===== src/inc/cmt_pkg.sv =====
// Shared constants and types for the compare-match output timer
package cmt_pkg;

   // Register bus widths
   localparam int unsigned ADDR_W = 16;
   localparam int unsigned DATA_W = 16;

   // Register addresses
   localparam logic [15:0] ADDR_CONTROL    = 16'hff81;
   localparam logic [15:0] ADDR_IO_CONTROL = 16'hff84;
   localparam logic [15:0] ADDR_COUNT      = 16'hff86;
   localparam logic [15:0] ADDR_COMPARE_A  = 16'hff88;
   localparam logic [15:0] ADDR_COMPARE_B  = 16'hff8a;
   localparam logic [15:0] ADDR_IRQ_STATUS = 16'hff8c;
   localparam logic [15:0] ADDR_IRQ_MASK   = 16'hff8e;

   // Field positions
   localparam int unsigned IO_A_LSB       = 0;
   localparam int unsigned IO_B_LSB       = 4;
   localparam int unsigned ACTION_W       = 3;
   localparam int unsigned CTL_INIT_A_BIT = 0;
   localparam int unsigned CTL_INIT_B_BIT = 1;
   localparam int unsigned CTL_CLEAR_BIT  = 7;
   localparam int unsigned IRQ_A_BIT      = 0;
   localparam int unsigned IRQ_B_BIT      = 1;
   localparam int unsigned IRQ_W          = 2;

   // Reset values
   localparam logic [7:0]  RST_CONTROL    = 8'h00;
   localparam logic [7:0]  RST_IO_CONTROL = 8'h00;
   localparam logic [15:0] RST_COUNT      = 16'h0000;
   localparam logic [15:0] RST_COMPARE    = 16'hffff;
   localparam logic [1:0]  RST_IRQ        = 2'h0;

   // Output actions on a compare match
   localparam logic [2:0] ACT_NONE       = 3'h0;
   localparam logic [2:0] ACT_DRIVE_LOW  = 3'h1;
   localparam logic [2:0] ACT_DRIVE_HIGH = 3'h2;
   localparam logic [2:0] ACT_TOGGLE     = 3'h3;

   // Counter clock is the system clock divided by this
   localparam int unsigned PRESCALE_DIV = 2;

   // Prescaler phase, Gray along its cycle
   typedef enum logic [0:0] {
      PH_EVEN = 1'b0,
      PH_ODD  = 1'b1
   } phase_t;

   // Per-channel configuration carried to a compare channel
   typedef struct packed {
      logic [2:0] action;
      logic       init_level;
   } chan_cfg_t;

   // Pin level after a match for a given action
   function automatic logic action_level(input logic [2:0] act, input logic cur);
      unique case (act)
         ACT_DRIVE_LOW:  action_level = 1'b0;
         ACT_DRIVE_HIGH: action_level = 1'b1;
         ACT_TOGGLE:     action_level = ~cur;
         default:        action_level = cur;
      endcase
   endfunction : action_level

endpackage : cmt_pkg


===== src/hw/cmt_prescaler.sv =====
// Divide-by-two tick for the timer counter
`timescale 1ns/1ps
module cmt_prescaler
   import cmt_pkg::*;
(
   input  wire logic i_sys_clk,
   input  wire logic i_rst,
   output logic      o_tick
);

   typedef struct packed {
      phase_t phase;
   } pre_state_t;

   pre_state_t state_q;
   pre_state_t state_d;

   // Advance the phase every clock
   always_comb
   begin
      state_d = state_q;
      unique case (state_q.phase)
         PH_EVEN: state_d.phase = PH_ODD;
         PH_ODD:  state_d.phase = PH_EVEN;
      endcase
   end

   always_ff @(posedge i_sys_clk)
   begin
      if (i_rst)
         state_q <= '{phase: PH_EVEN};
      else
         state_q <= state_d;
   end

   // Rising edge of the divided clock
   assign o_tick = (state_q.phase == PH_ODD);
endmodule : cmt_prescaler


===== src/hw/cmt_channel.sv =====
// One compare channel: match detect and output pin level
`timescale 1ns/1ps
module cmt_channel
   import cmt_pkg::*;
#(
   parameter int unsigned CNT_W = 16
)
(
   input  wire logic             i_sys_clk,
   input  wire logic             i_rst,
   input  wire logic             i_tick,
   input  wire logic [CNT_W-1:0] i_count,
   input  wire logic [CNT_W-1:0] i_compare,
   input  wire chan_cfg_t        i_cfg,
   input  wire logic             i_reinit,
   output logic                  o_match,
   output logic                  o_pin
);

   typedef struct packed {
      logic pin;
   } chan_state_t;

   chan_state_t state_q;
   chan_state_t state_d;

   // Match once per counter value, at its advance
   assign o_match = i_tick && (i_count == i_compare);

   // Reinit loads initial level, match applies action, else hold
   always_comb
   begin
      state_d = state_q;
      if (i_reinit)
         state_d.pin = i_cfg.init_level;
      else if (o_match)
         state_d.pin = action_level(i_cfg.action, state_q.pin);
   end

   always_ff @(posedge i_sys_clk)
   begin
      if (i_rst)
         state_q <= '{pin: 1'b0};
      else
         state_q <= state_d;
   end

   assign o_pin = state_q.pin;

endmodule : cmt_channel


===== src/hw/cmt_timer.sv =====
// Top of the compare-match output timer with its register file
//
// Added by the designer: the strobed register port.
`timescale 1ns/1ps

module cmt_timer
   import cmt_pkg::*;
#(
   parameter int unsigned CNT_W = 16
)
(
   input  wire logic              i_sys_clk,
   input  wire logic              i_rst,
   input  wire logic [ADDR_W-1:0] i_addr,
   input  wire logic [DATA_W-1:0] i_wr_data,
   input  wire logic              i_wr,
   input  wire logic              i_rd,
   output logic [DATA_W-1:0]      o_rd_data,
   output logic                   o_compare_pin_a,
   output logic                   o_compare_pin_b,
   output logic                   o_irq
);

   // Registers hold the counter at its full documented width
   if (CNT_W != DATA_W)
   begin : g_bad_width
      $error("CNT_W must equal the 16-bit register width");
   end

   typedef struct packed {
      logic [7:0]       control;
      logic [7:0]       io_control;
      logic [CNT_W-1:0] count;
      logic [CNT_W-1:0] compare_a;
      logic [CNT_W-1:0] compare_b;
      logic [IRQ_W-1:0] irq_status;
      logic [IRQ_W-1:0] irq_mask;
      logic [DATA_W-1:0] rd_data;
      logic             reinit;
   } tmr_state_t;

   tmr_state_t state_q;
   tmr_state_t state_d;

   logic      tick;
   logic      match_a;
   logic      match_b;
   chan_cfg_t cfg_a;
   chan_cfg_t cfg_b;
   logic      wr_count;
   logic      clear_on_match_a;

   // Counter clock
   cmt_prescaler u_prescaler (
      .i_sys_clk (i_sys_clk),
      .i_rst     (i_rst),
      .o_tick    (tick)
   );

   // Channel configuration from the control registers
   always_comb
   begin
      cfg_a.action     = state_q.io_control[IO_A_LSB +: ACTION_W];
      cfg_a.init_level = state_q.control[CTL_INIT_A_BIT];
      cfg_b.action     = state_q.io_control[IO_B_LSB +: ACTION_W];
      cfg_b.init_level = state_q.control[CTL_INIT_B_BIT];
   end

   // Channel A, drives low on match with action 001
   cmt_channel #(
      .CNT_W (CNT_W)
   ) u_chan_a (
      .i_sys_clk (i_sys_clk),
      .i_rst     (i_rst),
      .i_tick    (tick),
      .i_count   (state_q.count),
      .i_compare (state_q.compare_a),
      .i_cfg     (cfg_a),
      .i_reinit  (state_q.reinit),
      .o_match   (match_a),
      .o_pin     (o_compare_pin_a)
   );

   // Channel B, drives high on match with action 010
   cmt_channel #(
      .CNT_W (CNT_W)
   ) u_chan_b (
      .i_sys_clk (i_sys_clk),
      .i_rst     (i_rst),
      .i_tick    (tick),
      .i_count   (state_q.count),
      .i_compare (state_q.compare_b),
      .i_cfg     (cfg_b),
      .i_reinit  (state_q.reinit),
      .o_match   (match_b),
      .o_pin     (o_compare_pin_b)
   );

   assign wr_count         = i_wr && (i_addr == ADDR_COUNT);
   assign clear_on_match_a = state_q.control[CTL_CLEAR_BIT];

   // Register file, counter, event flags and read path
   always_comb
   begin
      state_d         = state_q;
      state_d.reinit  = 1'b0;
      state_d.rd_data = '0;

      // Counter: software write wins, then clear, then increment
      if (wr_count)
         state_d.count = i_wr_data[CNT_W-1:0];
      else if (match_a && clear_on_match_a)
         state_d.count = '0;
      else if (tick)
         state_d.count = state_q.count + 1'b1;

      // Register writes
      if (i_wr)
      begin
         unique case (i_addr)
            ADDR_CONTROL:
            begin
               state_d.control = i_wr_data[7:0];
               state_d.reinit  = 1'b1;
            end
            ADDR_IO_CONTROL: state_d.io_control = i_wr_data[7:0];
            ADDR_COMPARE_A:  state_d.compare_a  = i_wr_data[CNT_W-1:0];
            ADDR_COMPARE_B:  state_d.compare_b  = i_wr_data[CNT_W-1:0];
            ADDR_IRQ_MASK:   state_d.irq_mask   = i_wr_data[IRQ_W-1:0];
            default:         state_d.reinit     = 1'b0;
         endcase
      end

      // Reads: data in the following cycle only, status cleared by read
      if (i_rd)
      begin
         unique case (i_addr)
            ADDR_CONTROL:    state_d.rd_data = {8'h00, state_q.control};
            ADDR_IO_CONTROL: state_d.rd_data = {8'h00, state_q.io_control};
            ADDR_COUNT:      state_d.rd_data = state_q.count;
            ADDR_COMPARE_A:  state_d.rd_data = state_q.compare_a;
            ADDR_COMPARE_B:  state_d.rd_data = state_q.compare_b;
            ADDR_IRQ_STATUS:
            begin
               state_d.rd_data    = {14'h0000, state_q.irq_status};
               state_d.irq_status = '0;
            end
            ADDR_IRQ_MASK:   state_d.rd_data = {14'h0000, state_q.irq_mask};
            default:         state_d.rd_data = '0;
         endcase
      end

      // Match events set sticky flags; a set beats a same-cycle clear
      if (match_a)
         state_d.irq_status[IRQ_A_BIT] = 1'b1;
      if (match_b)
         state_d.irq_status[IRQ_B_BIT] = 1'b1;
   end

   always_ff @(posedge i_sys_clk)
   begin
      if (i_rst)
      begin
         state_q.control    <= RST_CONTROL;
         state_q.io_control <= RST_IO_CONTROL;
         state_q.count      <= RST_COUNT;
         state_q.compare_a  <= RST_COMPARE;
         state_q.compare_b  <= RST_COMPARE;
         state_q.irq_status <= RST_IRQ;
         state_q.irq_mask   <= RST_IRQ;
         state_q.rd_data    <= '0;
         state_q.reinit     <= 1'b0;
      end
      else
      begin
         state_q <= state_d;
      end
   end

   // Outputs
   assign o_rd_data = state_q.rd_data;
   assign o_irq     = |(state_q.irq_status & state_q.irq_mask);
endmodule : cmt_timer


===== config.mk =====
export PLATFORM = sky130hd
export DESIGN_NAME = cmt_timer
export DESIGN_NICKNAME = d
export VERILOG_FILES = /design/src/inc/cmt_pkg.sv /design/src/hw/cmt_prescaler.sv /design/src/hw/cmt_channel.sv /design/src/hw/cmt_timer.sv
export SDC_FILE = /design/constraint.sdc
export NUM_CORES = 1
export LEC_CHECK = 0
export ABC_AREA = 1
export BUFFER_PORTS_ARGS = -buffer_cell sky130_fd_sc_hd__buf_2
export CAP_MARGIN = 20
export CORE_MARGIN = 2
export CORE_UTILIZATION = 45
export DETAILED_ROUTE_END_ITERATION = 16
export PLACE_DENSITY = 0.77
export SLEW_MARGIN = 25
export SYNTH_ARGS = -nofsm -noshare
export SYNTH_HDL_FRONTEND = slang
export SYNTH_SLANG_ARGS = --single-unit

===== constraint.sdc =====
create_clock -name i_sys_clk -period 1.5 [get_ports i_sys_clk]
set_input_delay 0.075 -clock i_sys_clk [delete_from_list [all_inputs] [get_ports i_sys_clk]]
set_output_delay 0.075 -clock i_sys_clk [all_outputs]
set_load 0.01 [all_outputs]

==> impl_metrics.csv, run 1 <==
group,metric,value,unit
outcome,status,"finished with violations",
detailed_routing,num_vias,5401,
job,maxCapViolations,0,
finish,drive_above_1_share,31.57,%
worst_hold_path,hold_depth,3,
finish,fin_area,6455,um^2
detailed_routing,drt-initial-drc-count,510,
detailed_routing,drc,0,
finish,layout.cells.most_common,"nand2_1",
worst_setup_path,crit_type,"register to register",
floorplanning,dieArea,11890,um^2
timing,clock_skew,0.01289,ns
worst_setup_path,cp.arrival,1.90,ns
finish,multi_input_area,2799,um^2
global_routing,grt_start_max_net_pins,34,
logic_synthesis,ys_seq_area_share,35.48,%
finish,nNetsFinal,903,
clock_network,clock-root-buffer,"clkbuf_8",
clock_network,path_clk_slew,0.09,ns
timing,finalSetupViolations,18,
outcome,violations,"setup timing",
pwr,pwr-share-clk,37.1,%
worst_setup_path,crit-reg2reg-capture,"state_q[56]$_SDFFE_PP0P_",
timing,period_needed,1.624,ns
placement,io_buffer_count,54,
logic_synthesis,synth_area_per_cell,6.718,um^2
timing,finalCritPeriodShare,108.3,%
global_routing,grt_pass1_wl,24710,um
timing,setup_ws,-0.1242,ns
finish,syn_to_final_growth,30.02,%
pwr,p_seq_share,50.0,%
placement,routabilityCongestion,1.050,
detailed_routing,avgRoutedWirePerCell,15.85,um
pwr,comb_power_share,12.9,%
pwr,power.switching,1279,uW
pwr,p_int,3559,uW
worst_setup_path,r2r-start,"state_q[57]$_SDFFE_PP0P_",
clock_network,numCtsBuffers,9,
worst_setup_path,crit_path_start_kind,"register",
timing,finalHoldViolCount,0,
floorplanning,fp.coreArea,10790,um^2
floorplanning,die_h,109.0,um
clock_network,clock-sinks,88,
logic_synthesis,synth_nets,776,
worst_setup_path,required,1.78,ns
finish,ff_latch_area,1802,um^2
floorplanning,ios,55,
finish,nFillCells,1032,
finish,final_cell_mix,"nand2_1, buf_4, nor2_1, dfxtp_1, inv_1",
floorplanning,start_util,46.00,%
clock_network,cts_buffer_depth,2,
placement,dp_hpwl,11900,um
finish,antennaDiodeCount,0,
worst_setup_path,crit_fanout,6,
timing,report.final.slew_viol_count,0,
pwr,p_leak,0.002949,uW
global_routing,grt_pass1_vias,4953,
timing,slew_headroom,63.75,%
clock_network,htree_levels,3,
timing,rsz0062_at_grt,"true",
placement,preCtsSetupSlack,-0.2703,ns
detailed_routing,via_per_inst,5.342,
logic_synthesis,synth-warning-count,0,
global_routing,grt_usage,27.50,%
logic_synthesis,synth_seq_cells,88,
worst_setup_path,endpoint_kind,"register",
pwr,worst_ir_drop_vdd,0.4029,mV
logic_synthesis,syn-cell-area,4965,um^2
clock_network,cts_tree,"yes",
pwr,pwr_density_cell,749.6,nW/um^2
timing,max_freq,0.6157,GHz
detailed_routing,first_pass_iters,5,
global_routing,antenna_found_initial,0,
worst_setup_path,worst-r2r-setup-slack,-0.12,ns
worst_hold_path,worstHoldEndpoint,"state_q[27]$_SDFFE_PP1P_",
timing,whs,0.01344,ns
detailed_routing,final_antenna_net_count,0,
placement,post_dp_cell_area,5872,um^2
clock_network,clock_latency,0.38,ns
logic_synthesis,synthCells,739,
detailed_routing,wl,16030,um
pwr,switching_share,26.44,%
floorplanning,num_rows,38,
worst_setup_path,rr_worst_depth,12,
logic_synthesis,synth.distinct_cells,42,
worst_hold_path,min-delay-start,"i_wr_data[6]",
floorplanning,die_width,109.0,um
global_routing,overflow,0,
pwr,power,4838,uW
worst_hold_path,hold_class,"input port to register",
timing,tightestPinTransition,0.5417,ns
-- per-stage QoR --
step / std cells / utilization [%] / setup TNS [ns]
after floorplan: 739 / - / 0
final: 1011 / 59.81 / -1.269
after CTS: 1011 / 58.75 / -0.3113
after global routing: 1011 / 59.81 / -3.350
after detailed placement: 982 / 54.41 / -5.878
after global placement: 982 / 54.41 / -4.630
-- cell type report --
class                   instances  area share (%)
clock buffers                  12           2.559
clock inverters                 4          0.7947
inverters                      88           5.117
multi-input cells             520           43.36
flip-flops and latches         88           27.91
well taps                     140           2.714
repair buffers                159           17.54
-- critical path, stage by stage (launching register included) --
cell and delay, ns:
dfxtp_4 0.39, inv_2 0.04, nand2_2 0.09, nand2_1 0.06, nor2_1 0.10, nand3_1 0.09, nor2_2 0.20, nand4_1 0.13
buf_6 0.16, nand3b_1 0.11, nand2_1 0.06, inv_1 0.05, nor2_1 0.03
-- state kept, by name, summed over array words and instances (netlist names) --
signal / cells
cfg_b: 4
state_q: 60
o_rd_data: 16
u_chan_a.o_pin: 1
clear_on_match_a: 1
u_chan_b.o_pin: 1
u_prescaler.o_tick: 1
cfg_a: 4
-- how the worst max path moves through the flow --
stage	start	endpoint	slack, ns	cells after the start
global placement	state_q[53]$_SDFFE_PP0P_	u_chan_b.o_pin$_SDFFE_PP0P_	-0.20	10
global route	state_q[58]$_SDFFE_PP0P_	state_q[66]$_SDFFE_PP0P_	-0.24	11
CTS	state_q[58]$_SDFFE_PP0P_	state_q[61]$_SDFFE_PP0P_	-0.05	11
floorplan	state_q[54]$_SDFFE_PP0P_	state_q[67]$_SDFFE_PP0P_	0.03	8
finish	state_q[57]$_SDFFE_PP0P_	state_q[56]$_SDFFE_PP0P_	-0.12	12
detailed placement	i_addr[15]	o_rd_data[5]$_SDFF_PP0_	-0.27	9
-- layer usage --
metal / global-route usage [%] / wire length (um)
met5: 0 / 0
met4: 10.16 / 367
met3: 5.738 / 1378
met2: 43.39 / 7309
met1: 36.92 / 6970
-- synth_stat cells (all sizes together) --
| master | number | area, um^2 |
|---|---|---|
| a21oi | 35 | 175.2 |
| a22o | 1 | 8.760 |
| a31oi | 3 | 18.77 |
| and2 | 1 | 6.260 |
| and3b | 1 | 8.760 |
| buf | 31 | 211.5 |
| clkbuf | 12 | 45.04 |
| clkinv | 2 | 7.510 |
| dfxtp | 88 | 1762 |
| ha | 1 | 12.51 |
| inv | 86 | 322.8 |
| nand2 | 196 | 755.7 |
| nand3 | 36 | 202.7 |
| nand3b | 2 | 15.01 |
| nand4 | 23 | 165.2 |
| nor2 | 107 | 464.2 |
| nor3 | 9 | 55.05 |
| nor4 | 1 | 21.27 |
| o2111ai | 2 | 17.52 |
| o211ai | 26 | 195.2 |
| o21ai | 36 | 183.9 |
| o221ai | 8 | 70.07 |
| o22ai | 14 | 87.58 |
| or2 | 2 | 12.52 |
| xnor2 | 3 | 26.28 |
| xor2 | 13 | 113.9 |
-- what timing repair did --
action | CTS | global route
pin swaps | 7 | 16
setup buffers | 1 | 0
endpoints found under the hold margin | 23 | 0
hold buffers | 12 | 0
resized for setup | 50 | 32
setup endpoints to repair | 19 | 26
-- power by group through the flow --
stage | sequential (uW) | combinational [uW] | clock (uW)
after floorplan | 2460 | 303 | 0
after global routing | 2430 | 684 | 1910
after CTS | 2420 | 604 | 1800
final | 2420 | 623 | 1800
after detailed placement | 2470 | 563 | 0
after global placement | 2470 | 558 | 0
-- cells by family after synthesis --
family                   Yosys count  synth area share (%)
flip-flops                        88                 35.48
buffers and inverters            131                 11.82
AO/OA/AOI/OAI                    125                 15.25
AND/OR/NAND/NOR                  378                 34.38
adder cells (fa/ha/maj)            1                0.2520
XOR/XNOR                          16                 2.823
No activity file was read; power rests on OpenSTA's default activity.
==> inputs of run 2 (changes only) <==
- BUFFER_PORTS_ARGS: -buffer_cell sky130_fd_sc_hd__buf_2 -> -buffer_cell sky130_fd_sc_hd__clkbuf_2
==> impl_metrics.csv, run 2 (same netlist as run 1, synthesis figures left out) <==
group,metric,value,unit
worst_setup_path,crit_type,"register to register",
finish,largest_reg_flops,60,
finish,drive_above_1_share,33.10,%
finish,syn_to_final_growth,30.87,%
clock_network,path_clk_slew,0.09,ns
pwr,p_leak,0.002929,uW
floorplanning,dieArea,11890,um^2
placement,routabilityCongestion,1.070,
detailed_routing,drc,0,
timing,tns,-1.284,ns
timing,period_needed,1.609,ns
global_routing,overflow,0,
worst_setup_path,crit_fanout,8,
timing,tightestPinTransition,0.5340,ns
timing,setup_ws,-0.1092,ns
floorplanning,start_util,46.00,%
finish,layout.cells.most_common,"nand2_1",
timing,max_freq,0.6214,GHz
clock_network,clock-sinks,88,
global_routing,grt_pass1_vias,5015,
timing,finalSetupViolations,17,
floorplanning,fp.coreArea,10790,um^2
floorplanning,ios,55,
global_routing,grt_start_max_net_pins,38,
timing,report.final.slew_viol_count,0,
detailed_routing,final_antenna_net_count,0,
finish,nFillCells,999,
global_routing,grt_usage,28.06,%
placement,placed_cells,987,
detailed_routing,drt-initial-drc-count,467,
outcome,violations,"setup timing",
floorplanning,die_h,109.0,um
global_routing,antenna_found_initial,0,
detailed_routing,via_per_inst,5.334,
worst_setup_path,crit_path_start_kind,"register",
timing,rsz0062_at_grt,"true",
detailed_routing,first_pass_iters,6,
clock_network,cts_buffer_depth,2,
finish,layout.cells.non_filler,1013,
floorplanning,num_rows,38,
placement,io_buffer_count,54,
finish,final_cell_mix,"nand2_1, buf_4, nor2_1, dfxtp_1, inv_1",
worst_hold_path,hold_class,"input port to register",
finish,regMostFlops,"state_q",
worst_setup_path,required,1.79,ns
timing,finalHoldViolCount,0,
detailed_routing,num_vias,5403,
clock_network,htree_levels,3,
timing,clock_skew,0.01161,ns
finish,antennaDiodeCount,0,
detailed_routing,wl,16130,um
finish,post-route-util,60.20,%
timing,slew_headroom,64.26,%
pwr,pwr_density_cell,725.7,nW/um^2
outcome,status,"finished with violations",
timing,finalCritPeriodShare,107.3,%
pwr,worst_ir_drop_vdd,0.3960,mV
global_routing,grt_pass1_wl,25360,um
clock_network,numCtsBuffers,9,
worst_setup_path,cp.arrival,1.90,ns
detailed_routing,avgRoutedWirePerCell,15.92,um
clock_network,cts_tree,"yes",
finish,nNetsFinal,906,
clock_network,clock_latency,0.36,ns
job,maxCapViolations,0,
placement,dp_hpwl,11780,um
floorplanning,die_width,109.0,um
timing,whs,0.006587,ns
worst_setup_path,endpoint_kind,"register",
clock_network,clock-root-buffer,"clkbuf_8",
-- run 2: cell count changes in the layout (fill, tap and decap cells not counted), sizes merged --
| cell | change |
|---|---|
| clkbuf | +54 |
| buf | -47 |
| clkinv | -1 |
| dlygate4sd3 | -4 |
-- run 2: worst max-delay path: stages, from the launching register on --
cell	delay [ns]
dfxtp_4	0.38
inv_2	0.05
nand2_2	0.07
nand2_1	0.05
nand3b_1	0.19
nor2_2	0.18
nand4_4	0.17
buf_6	0.20
nand4_1	0.09
nand2_1	0.06
nor2_1	0.11
-- run 2: path summary, 6_finish.rpt --
path / start / to / slack [ns] / depth (start not counted)
max: state_q[52]$_SDFFE_PP1P_ / state_q[57]$_SDFFE_PP0P_ / -0.11 / 10
max reg2reg: state_q[52]$_SDFFE_PP1P_ / state_q[57]$_SDFFE_PP0P_ / -0.11 / 10
min reg2reg: state_q[72]$_SDFFE_PP0P_ / state_q[72]$_SDFFE_PP0P_ / 0.46 / 2
min: i_wr_data[7] / state_q[44]$_SDFFE_PP1P_ / 0.007 / 3
-- run 2: what timing repair did --
item | in CTS | in global routing
endpoints found under the hold margin | 14 | 0
buffers inserted | 0 | 3
setup endpoints to repair | 20 | 22
hold buffers | 8 | 0
gates resized for setup | 51 | 47
pin swaps | 7 | 22
-- run 2: routing by layer --
layer / vias up / track usage [%] / part of all wire, %
met3: 36 / 6.993 / 8.6
met5: - / 0 / 0
met4: 0 / 10.07 / 2.5
met1: 2462 / 37.72 / 43
li1: 2665 / - / -
met2: 240 / 43.52 / 46
-- run 2: where the power goes --
group	internal, uW	switching [uW]
combinational	281	359
clock	806	846
sequential	2370	53.2
total	3460	1260
-- run 2: final cells by class --
type | instances | area [um^2] | area share [%]
well taps | 140 | 175.2 | 2.696
clock buffers | 12 | 145.1 | 2.234
flip-flops and latches | 88 | 1809 | 27.85
clock inverters | 3 | 42.54 | 0.6547
multi-input cells | 520 | 2855 | 43.94
repair buffers | 162 | 1137 | 17.50
inverters | 88 | 332.8 | 5.122
-- run 2: metrics by stage --
step / power [uW] / cell area (um^2) / setup WS (ns)
detailed placement: 3035 / 5909 / -0.2105
CTS: 4682 / 6340 / -0.03201
finish: 4715 / 6497 / -0.1092
global placement: 3030 / 5909 / -0.1869
global route: 4894 / 6497 / -0.2065
floorplan: 2761 / 4965 / 0.02601
